## src/rtl/macp_regs.vh

```
// register offsets, field positions and reset values of the user port block
`ifndef MACP_REGS_VH
`define MACP_REGS_VH

// ----------------------------------------------------------------
// register offsets (byte addresses, 10-bit space)
// ----------------------------------------------------------------
`define MACP_ADDR_W      10
`define MACP_OFS_IMR     10'h018
`define MACP_OFS_ISR     10'h01c

// ----------------------------------------------------------------
// interrupt cause bit positions (same in mask and status)
// ----------------------------------------------------------------
`define MACP_INT_RETRY_TMO  0
`define MACP_INT_RETRY_FAIL 1
`define MACP_INT_INBUF_OVF  2
`define MACP_INT_ERR_RESP   3
`define MACP_INT_N          4
`define MACP_IMR_RST        4'h0
`define MACP_ISR_RST        4'h0

// ----------------------------------------------------------------
// response sideband layout
// ----------------------------------------------------------------
`define MACP_ID_W        9
`define MACP_CMD_W       6
`define MACP_ERRST_W     7
`define MACP_LINK_W      3
`define MACP_USER_W      18
`define MACP_ADDR_HI     33
`define MACP_ALIGN_B     4
`define MACP_FLIT_W      128
`define MACP_ERR_W       10

`endif

```

## src/rtl/macp_top.v

```verilog
// user-side response channels, tag mapping and config port of the memory link bridge
//
// Local design decisions: the register addresses and the plain strobed port.
`include "macp_regs.vh"

module macp_top #(
    parameter RD_FLITS  = 2,              // read beat width in flits
    parameter MAX_FLITS = 8,              // largest read payload in flits
    parameter TAG_N     = 16,             // packet tags in the pool
    parameter TAG_W     = 4,              // tag index width
    parameter REORDER   = 1'b0,           // response reorder option built
    parameter [5:0] POSTED_CMD = 6'h00,   // command on internal responses
    parameter [2:0] LINK_ID    = 3'h0     // link id on internal responses
) (
    input  wire                   clk,            // system clock
    input  wire                   resetn,         // async system reset
    // write request notices from the write-address logic
    input  wire                   wreq_valid,     // write request taken
    input  wire [8:0]             wreq_id,        // its user id
    input  wire [TAG_W-1:0]       wreq_tag,       // its tag
    input  wire                   wreq_posted,    // posted write
    output wire                   wreq_ready,     // notice can be taken
    // write responses from the memory device
    input  wire                   dev_wresp_valid,  // device response
    input  wire [TAG_W-1:0]       dev_wresp_tag,    // its tag
    input  wire [17:0]            dev_wresp_user,   // its status fields
    output wire                   dev_wresp_ready,  // response taken
    // user write response channel
    output reg                    bvalid,         // response valid
    output reg  [8:0]             bid,            // response id
    output reg  [17:0]            write_resp_sideband, // status fields
    input  wire                   bready,         // user takes response
    // user read address channel
    input  wire                   arvalid,        // request valid
    input  wire [8:0]             arid,           // request id
    input  wire [8:0]             read_req_sideband, // cmd and device
    input  wire [33:0]            araddr,         // request address
    output wire                   arready,        // request taken
    // read requests toward the link
    output reg                    rreq_valid,     // request valid
    output reg  [TAG_W-1:0]       rreq_tag,       // packet tag
    output reg  [5:0]             rreq_cmd,       // read command
    output reg  [2:0]             rreq_target_device_id, // device id
    output reg  [33:0]            rreq_addr,      // aligned address
    input  wire                   rreq_ready,     // link takes request
    // read responses from the memory device
    input  wire                   dev_rresp_valid,  // device response
    input  wire [TAG_W-1:0]       dev_rresp_tag,    // its tag
    input  wire [17:0]            dev_rresp_user,   // its status fields
    input  wire [3:0]             dev_rresp_flits,  // payload flits
    input  wire [128*MAX_FLITS-1:0] dev_rresp_data, // payload
    output wire                   dev_rresp_ready,  // response taken
    // user read response channel
    output reg                    rvalid,         // beat valid
    output reg  [8:0]             rid,            // response id
    output reg  [17:0]            read_resp_sideband, // status fields
    output reg  [128*RD_FLITS-1:0] rdata,         // beat data
    output reg                    rlast,          // final beat
    input  wire                   rready,         // user takes beat
    // error response reports
    input  wire                   err_in_valid,   // report from link
    input  wire [9:0]             err_in_data,    // device and status
    output wire                   err_in_ready,   // report taken
    output reg                    errresp_valid,  // report valid
    output reg  [9:0]             errresp_data,   // device and status
    input  wire                   errresp_ready,  // user takes report
    // link events for interrupts
    input  wire                   retry_tmo_evt,  // retry time-out pulse
    input  wire                   retry_fail_evt, // retry failure pulse
    input  wire                   inbuf_ovf_evt,  // overflow pulse
    // register port
    input  wire                   csr_port_resetn, // port-only reset
    input  wire [9:0]             csr_addr,       // byte address
    input  wire [31:0]            csr_wdata,      // write data
    input  wire [3:0]             csr_wstrb,      // byte enables
    input  wire                   csr_wr,         // write strobe
    input  wire                   csr_rd,         // read strobe
    output reg  [31:0]            csr_rdata,      // read data
    output wire                   mem_int         // interrupt level
);

// ----------------------------------------------------------------
// constants and helpers
// ----------------------------------------------------------------
localparam RDW    = 128 * RD_FLITS;
localparam MAXW   = 128 * MAX_FLITS;
localparam UNPACK = (RD_FLITS != MAX_FLITS);

// lowest free tag; pool size is small so a priority scan is cheap
function [TAG_W-1:0] first_free;
    input [TAG_N-1:0] busy;
    integer k;
    begin
        first_free = {TAG_W{1'b0}};
        for (k = TAG_N - 1; k >= 0; k = k - 1) begin
            if (!busy[k])
                first_free = k[TAG_W-1:0];
        end
    end
endfunction

// beats for a payload; an empty payload still gives one beat
function [3:0] beats_of;
    input [3:0] flits;
    begin
        if (flits == 4'h0)
            beats_of = 4'h1;
        else
            beats_of = (flits + RD_FLITS[3:0] - 4'h1) / RD_FLITS[3:0];
    end
endfunction

// ----------------------------------------------------------------
// reset release
// ----------------------------------------------------------------
reg rst_s1;
reg rst_n;

// async assert, release after two edges
always @(posedge clk or negedge resetn) begin
    if (!resetn) begin
        rst_s1 <= 1'b0;
        rst_n  <= 1'b0;
    end else begin
        rst_s1 <= 1'b1;
        rst_n  <= rst_s1;
    end
end

// ----------------------------------------------------------------
// write response channel
// ----------------------------------------------------------------
reg  [8:0] wid_tab [0:TAG_N-1];
wire       b_free = !bvalid || bready;

assign dev_wresp_ready = b_free;
assign wreq_ready      = !wreq_posted || (b_free && !dev_wresp_valid);

// remember ids of non-posted writes by tag
always @(posedge clk) begin
    if (wreq_valid && !wreq_posted)
        wid_tab[wreq_tag] <= wreq_id;
end

// one response slot, held until the user takes it
always @(posedge clk or negedge rst_n) begin
    if (!rst_n) begin
        bvalid              <= 1'b0;
        bid                 <= 9'h000;
        write_resp_sideband <= 18'h00000;
    end else if (dev_wresp_valid && b_free) begin
        bvalid <= 1'b1;
        bid    <= wid_tab[dev_wresp_tag];
        write_resp_sideband <= {dev_wresp_user[17] & REORDER,
                                dev_wresp_user[16:0]};
    end else if (wreq_valid && wreq_posted && wreq_ready) begin
        bvalid              <= 1'b1;
        bid                 <= wreq_id;
        write_resp_sideband <= {1'b0, LINK_ID, 7'h00, 1'b0, POSTED_CMD};
    end else if (bready) begin
        bvalid <= 1'b0;
    end
end

// ----------------------------------------------------------------
// read address channel and tag pool
// ----------------------------------------------------------------
reg  [TAG_N-1:0] tag_busy;
reg  [8:0]       rid_tab [0:TAG_N-1];
reg  [TAG_W-1:0] r_tag;
wire [TAG_W-1:0] free_tag = first_free(tag_busy);
wire             any_free = ~&tag_busy;
wire             rq_free  = !rreq_valid || rreq_ready;
wire             ar_fire;
wire             r_done   = rvalid && rready && rlast;
integer          i;

// stall when no tag is free
assign arready = any_free && rq_free;
assign ar_fire = arvalid && arready;

// id of each outstanding read, by tag
always @(posedge clk) begin
    if (ar_fire)
        rid_tab[free_tag] <= arid;
end

// tag busy map; a tag frees on its last beat
always @(posedge clk or negedge rst_n) begin
    if (!rst_n) begin
        tag_busy <= {TAG_N{1'b0}};
    end else begin
        for (i = 0; i < TAG_N; i = i + 1) begin
            if (ar_fire && free_tag == i)
                tag_busy[i] <= 1'b1;
            else if (r_done && r_tag == i)
                tag_busy[i] <= 1'b0;
        end
    end
end

// request toward the link, held until taken
always @(posedge clk or negedge rst_n) begin
    if (!rst_n) begin
        rreq_valid            <= 1'b0;
        rreq_tag              <= {TAG_W{1'b0}};
        rreq_cmd              <= 6'h00;
        rreq_target_device_id <= 3'h0;
        rreq_addr             <= 34'h000000000;
    end else if (ar_fire) begin
        rreq_valid            <= 1'b1;
        rreq_tag              <= free_tag;
        rreq_cmd              <= read_req_sideband[5:0];
        rreq_target_device_id <= read_req_sideband[8:6];
        rreq_addr <= {araddr[`MACP_ADDR_HI:`MACP_ALIGN_B], 4'h0};
    end else if (rreq_ready) begin
        rreq_valid <= 1'b0;
    end
end

// ----------------------------------------------------------------
// read response channel
// ----------------------------------------------------------------
reg  [3:0] beats_left;
wire       rr_fire = dev_rresp_valid && dev_rresp_ready;
wire [3:0] nbeats  = beats_of(dev_rresp_flits);
wire [RDW-1:0] first_beat;
wire [RDW-1:0] next_beat;

// a new response waits for the last beat of the previous one
assign dev_rresp_ready = !rvalid;

// unpacking only when beat is narrower
generate
    if (UNPACK) begin : g_unpack
        reg [MAXW-1:0] pay_hold;
        assign first_beat = dev_rresp_data[RDW-1:0];
        assign next_beat  = pay_hold[RDW-1:0];
        // remaining payload shifts down one beat per handshake
        always @(posedge clk) begin
            if (rr_fire)
                pay_hold <= dev_rresp_data >> RDW;
            else if (rvalid && rready)
                pay_hold <= pay_hold >> RDW;
        end
    end else begin : g_whole
        assign first_beat = dev_rresp_data;
        assign next_beat  = {RDW{1'b0}};
    end
endgenerate

// beat sequencer
always @(posedge clk or negedge rst_n) begin
    if (!rst_n) begin
        rvalid             <= 1'b0;
        rid                <= 9'h000;
        read_resp_sideband <= 18'h00000;
        rdata              <= {RDW{1'b0}};
        rlast              <= 1'b0;
        r_tag              <= {TAG_W{1'b0}};
        beats_left         <= 4'h0;
    end else if (rr_fire) begin
        rvalid <= 1'b1;
        r_tag  <= dev_rresp_tag;
        rid    <= rid_tab[dev_rresp_tag];
        read_resp_sideband <= {dev_rresp_user[17] & REORDER,
                               dev_rresp_user[16:0]};
        rdata      <= first_beat;
        beats_left <= nbeats - 4'h1;
        rlast      <= (nbeats == 4'h1);
    end else if (rvalid && rready) begin
        if (rlast) begin
            rvalid <= 1'b0;
            rlast  <= 1'b0;
        end else begin
            rdata      <= next_beat;
            beats_left <= beats_left - 4'h1;
            rlast      <= (beats_left == 4'h1);
        end
    end
end

// ----------------------------------------------------------------
// error response stream
// ----------------------------------------------------------------
wire err_load;

// single slot, refilled as it drains
assign err_in_ready = !errresp_valid || errresp_ready;
assign err_load     = err_in_valid && err_in_ready;

always @(posedge clk or negedge rst_n) begin
    if (!rst_n) begin
        errresp_valid <= 1'b0;
        errresp_data  <= 10'h000;
    end else if (err_load) begin
        errresp_valid <= 1'b1;
        errresp_data  <= err_in_data;
    end else if (errresp_ready) begin
        errresp_valid <= 1'b0;
    end
end

// ----------------------------------------------------------------
// register port
// ----------------------------------------------------------------
reg  [3:0] int_mask;
reg  [3:0] int_stat;
wire [3:0] int_evt;
// byte lane 0 holds every defined bit
wire       wr_lane0 = csr_wr && csr_wstrb[0];
// address and data meet in one strobe cycle
wire       wr_imr   = wr_lane0 && csr_addr == `MACP_OFS_IMR;
wire       wr_isr   = wr_lane0 && csr_addr == `MACP_OFS_ISR;

assign int_evt[`MACP_INT_RETRY_TMO]  = retry_tmo_evt;
assign int_evt[`MACP_INT_RETRY_FAIL] = retry_fail_evt;
assign int_evt[`MACP_INT_INBUF_OVF]  = inbuf_ovf_evt;
assign int_evt[`MACP_INT_ERR_RESP]   = err_load;

// mask and sticky causes; an event beats its own clear
always @(posedge clk or negedge rst_n) begin
    if (!rst_n) begin
        int_mask <= `MACP_IMR_RST;
        int_stat <= `MACP_ISR_RST;
    end else begin
        if (wr_imr)
            int_mask <= csr_wdata[3:0];
        if (wr_isr)
            int_stat <= (int_stat & ~csr_wdata[3:0]) | int_evt;
        else
            int_stat <= int_stat | int_evt;
    end
end

// level while an enabled cause stands
assign mem_int = |(int_stat & int_mask);

// read data valid one cycle after the strobe
always @(posedge clk or negedge rst_n) begin
    if (!rst_n) begin
        csr_rdata <= 32'h00000000;
    end else if (!csr_port_resetn) begin
        csr_rdata <= 32'h00000000;
    end else if (csr_rd) begin
        case (csr_addr)
            `MACP_OFS_IMR: csr_rdata <= {28'h0000000, int_mask};
            `MACP_OFS_ISR: csr_rdata <= {28'h0000000, int_stat};
            default:       csr_rdata <= 32'h00000000;
        endcase
    end else begin
        csr_rdata <= 32'h00000000;
    end
end

endmodule

```

## config.mk

```make
export PLATFORM = sky130hd
export DESIGN_NAME = macp_top
export DESIGN_NICKNAME = d
export VERILOG_FILES = /design/src/rtl/macp_top.v
export VERILOG_INCLUDE_DIRS = /design/src /design/src/rtl
export SDC_FILE = /design/constraint.sdc
export NUM_CORES = 2
export LEC_CHECK = 0
export ABC_AREA = 1
export BUFFER_PORTS_ARGS = -buffer_cell sky130_fd_sc_hd__buf_2
export CORE_AREA = 4 4 630 632
export CTS_CLUSTER_SIZE = 10
export DETAILED_ROUTE_END_ITERATION = 7
export DIE_AREA = 0 0 634 636
export PLACE_DENSITY_LB_ADDON = 0.12
export SYNTH_ARGS = -nofsm -noshare
export SYNTH_HDL_FRONTEND = slang
export SYNTH_SLANG_ARGS = --single-unit
```

## constraint.sdc

```tcl
create_clock -name clk -period 29.6 [get_ports clk]
set_clock_uncertainty 0.2 [all_clocks]
set_input_delay 2.96 -clock clk [delete_from_list [all_inputs] [get_ports clk]]
set_output_delay 2.96 -clock clk [all_outputs]
set_load 0.005 [all_outputs]
```

==> impl_results.md <==
* Routing usage on met2 at 0.2668
* Post-route antenna net violation count at 0
* DIE HEIGHT at 636 µm
* Pwr/cell area at 96.01 nW/µm²
* GP Congestion at 0.8382
* CP Class: in2reg
* Number of setup buffers added after CTS at 0
* Pin count of the biggest net entering global routing at 188
* Mean Syn Cell Area at 10.25 µm²
* Sequential cell area fraction in the yosys report at 0.6900
* Starting utilization of the core area at 0.1549
* Met3 usage at 0.04214
* Number of antenna violations at the first check in global routing at 304
* Post-synthesis cell count at 5915
* Flops & latches, synth at 1460
* Arrival time of the worst setup path at 7.54 ns
* Num CTS Buffers at 192
* Worst Path Required at 29.86 ns
* Post-route clock period utilization at 0.2460
* Number of gates given a new drive strength after cts at 0
* WHS at 0.1595 ns
* Proportion of layout cells with a drive suffix above 1 at 0.2546
* Clock tree buffer depth at 4
* Kind of path behind the tightest hold check: reg2async
* Max-slew violation total from the final report at 0
* Core Region at 391400 µm²
* Slew @ Worst Pin at 1.180 ns
* Mux contribution to synthesized area at 0.002188
* Total of endpoints with negative setup slack in the final report at 0
* Pre-CTS setup slack at 21.22 ns
* Initial DRC Count at 2786
* CTS root buf: clkbuf_16
* Xor-xnor portion of the synthesized cell area at 0.0007226
* DP Cell Count at 12420
* Count of hold-fix buffers inserted at cts at 0
* Most frequent cells in the layout: nand2_1 (2329), buf_2 (1549), edfxtp_1 (1056), nor2_1 (751), dfrtp_1 (403)
* Main flop type after synthesis: edfxtp_1
* Overall overflow remaining after global route at 0
* Busiest metal layer after global routing: met2
* Via count of the first global-routing pass at 49390
* Top cell family by delay on the critical path: buffers and inverters
* Global Route met1 Usage at 0.1556
* Timing startpoint of the critical path: dev_rresp_valid
* Wire length per cell at 23.21 µm
* Post-Synthesis Cell Area at 60610 µm²
* CTS tree: yes
* Crit path setup slack, layout at 22.32 ns
* Clock slew at reported path FFs at 0.06 ns
* Cell-by-cell trace of the critical path: buf_2 > nand2_4 > nand2_4 > buf_4 > buf_4 > buf_4 > buf_4 > buf_12
* Top fanout value on the critical path at 125
* Most common cell after layout, fill and taps aside: nand2_1
* Reg-to-reg setup timing slack at 23.96 ns
* Pre-antenna DRT Iters at 7
* Mean number of vias per cell at 3.756
* Launching point of the worst reg2reg path: rvalid$_DFFE_PN0P_
* # DRC at 0
* Max-cap violation count at 0
* Status: completed
* Die Width at 634 µm
* Worst vdd rail ir drop at 0.04648 mV
* Number of input and output port buffers inserted at 1549
* IO Count at 1621
* Fin util at 0.2049
* Core Rows at 230
* Slew HR at 0.2105
* Sum of routed wire length over all layers at 298400 µm
* Max stage delay on crit path at 0.72 ns
* Count of distinct cell types in the synthesized netlist at 50
* Proportion of synthesized flip-flops having asynchronous set or reset at 0.2767
* Share of synthesized cell area in full adder, half adder and majority cells at 0.001239
* Combined buffer and inverter count along the critical path at 6
* Crit path time final at 7.280 ns
* TNS Setup at 0 ns
* Synthesized-area fraction occupied by ao, oa, aoi and oai cells at 0.05828
* Leakage Power at 34.71 nW
* First-pass GRT wire length at 405600 µm
* RSZ-0062 raised after global routing: no
* Layout fillers at 43540
* Fin nets at 8608
* Worst Setup Start Kind: primary input
* Area of the die at 403200 µm²
* Number of enable-type register cells in the synthesized netlist at 1056
* Max stage delay cell, worst path: buf_4
* Via count at 48290
* Clock insertion delay at the later pin of the skew report at 0.84 ns
* Max frequency at 137.4 MHz
* Main combinational cell family by area after synthesis: simple AND/OR/NAND/NOR gates
* Ys Warns at 0
* Total number of clock tree sinks at 1460
* Htree depth at 4
* Relative area change from synthesis to final layout at 32.33%
* HPWL reported at the end of detailed placement at 225600 µm
* Overall Global Routing Usage at 0.1421
* Final count of hold timing violations at 0
* Layout Cells excl Fill at 12860
* Kind of end point of the critical path: flop
* Crit-path most repeated cell: buf_4
* Share of synthesized cell area in and, or, nand and nor gates at 0.1986
-- final timing paths --
check                                                  endpoint  cells after the start
hold reg to reg                           rdata[64]$_DFFE_PN0P_                      0
max in group asynchronous                rdata[233]$_DFFE_PN0P_                      4
hold / removal                            rdata[64]$_DFFE_PN0P_                      0
min in group clk                                rst_n$_DFF_PN0_                      0
setup reg to reg           g_unpack.pay_hold[641]$_SDFFCE_PN0P_                      8
setup / recovery           g_unpack.pay_hold[641]$_SDFFCE_PN0P_                      8
-- power breakdown --
part / switching (mW) / internal (mW) / total (mW)
combinational: 1.43 / 0.599 / 2.03
sequential: 0.298 / 3.06 / 3.36
clock: 0.975 / 1.34 / 2.32
total: 2.70 / 5.00 / 7.70
-- cell type report --
class                      count  area, µm²  area share
timing repair buffer        1617       8300      0.1035
clock buffer                 299       5559     0.06932
multi-input combinational   3795      16000      0.1995
tap                         5220       6531     0.08144
clock inverter                53      526.8    0.006568
antenna                       88      220.2    0.002746
inverter                     325       1240     0.01546
sequential                  1460      41820      0.5215
-- metrics by stage --
| stage | area, µm² | total power [mW] |
|---|---|---|
| 4_1_cts | 79980 | 7.946 |
| 2_1_floorplan | 60730 | 4.662 |
| 6_report | 80200 | 7.700 |
| 5_1_grt | 80070 | 8.218 |
| 3_3_place_gp | 73890 | 5.544 |
| 3_5_place_dp | 73890 | 5.556 |
-- worst register-to-register path, delay by kind of cell (launching register included) --
| kind | cells | cell delay [ns] |
|---|---|---|
| DFF | 1 | 0.45 |
| buffers and inverters | 6 | 3.56 |
| and+or+nand+nor | 2 | 0.87 |
-- state kept, by name, indices dropped and copies added, names as in the netlist, 6 cells and up --
register             flops
rid_tab                144
write_resp_sideband     17
rreq_addr               30
rid                      9
g_unpack.pay_hold      768
rreq_cmd                 6
bid                      9
wid_tab                144
rdata                  256
errresp_data            10
tag_busy                16
read_resp_sideband      17
-- layer usage --
metal  share of wire  vias to the layer above
met5          0.0034                        -
met4           0.027                      156
met1            0.37                    23440
met2            0.53                     1520
li1                -                    22520
met3           0.071                      660
-- cells by family after synthesis --
family                   Yosys count
AO/OA/AOI/OAI                    582
XOR/XNOR                           5
adder cells (fa/ha/maj)            6
buffers and inverters            693
flip-flops                      1460
multiplexers                      12
other                              2
AND/OR/NAND/NOR                 3155
-- Yosys cell counts, drive strengths merged (2+ instances only) --
| cell type | number | area (µm²) |
|---|---|---|
| o21ai | 200 | 1001 |
| clkbuf | 180 | 676.9 |
| a31oi | 264 | 1652 |
| a21oi | 11 | 70.07 |
| o221ai | 22 | 192.7 |
| a211oi | 2 | 15.01 |
| inv | 324 | 1221 |
| dfrtp | 404 | 10110 |
| nor2 | 756 | 2855 |
| ha | 6 | 75.07 |
| buf | 188 | 1059 |
| a32o | 17 | 170.2 |
| o32ai | 3 | 26.28 |
| nand2 | 2338 | 8803 |
| nand3 | 33 | 180.2 |
| nand4 | 8 | 71.32 |
| mux2i | 2 | 20.02 |
| nand3b | 2 | 15.01 |
| o22ai | 58 | 362.9 |
| mux2 | 10 | 112.6 |
| conb | 2 | 7.510 |
| edfxtp | 1056 | 31710 |
| nor3 | 12 | 65.06 |
| or2 | 5 | 31.28 |
| xor2 | 5 | 43.79 |
Power figures use the tool's default switching activity.
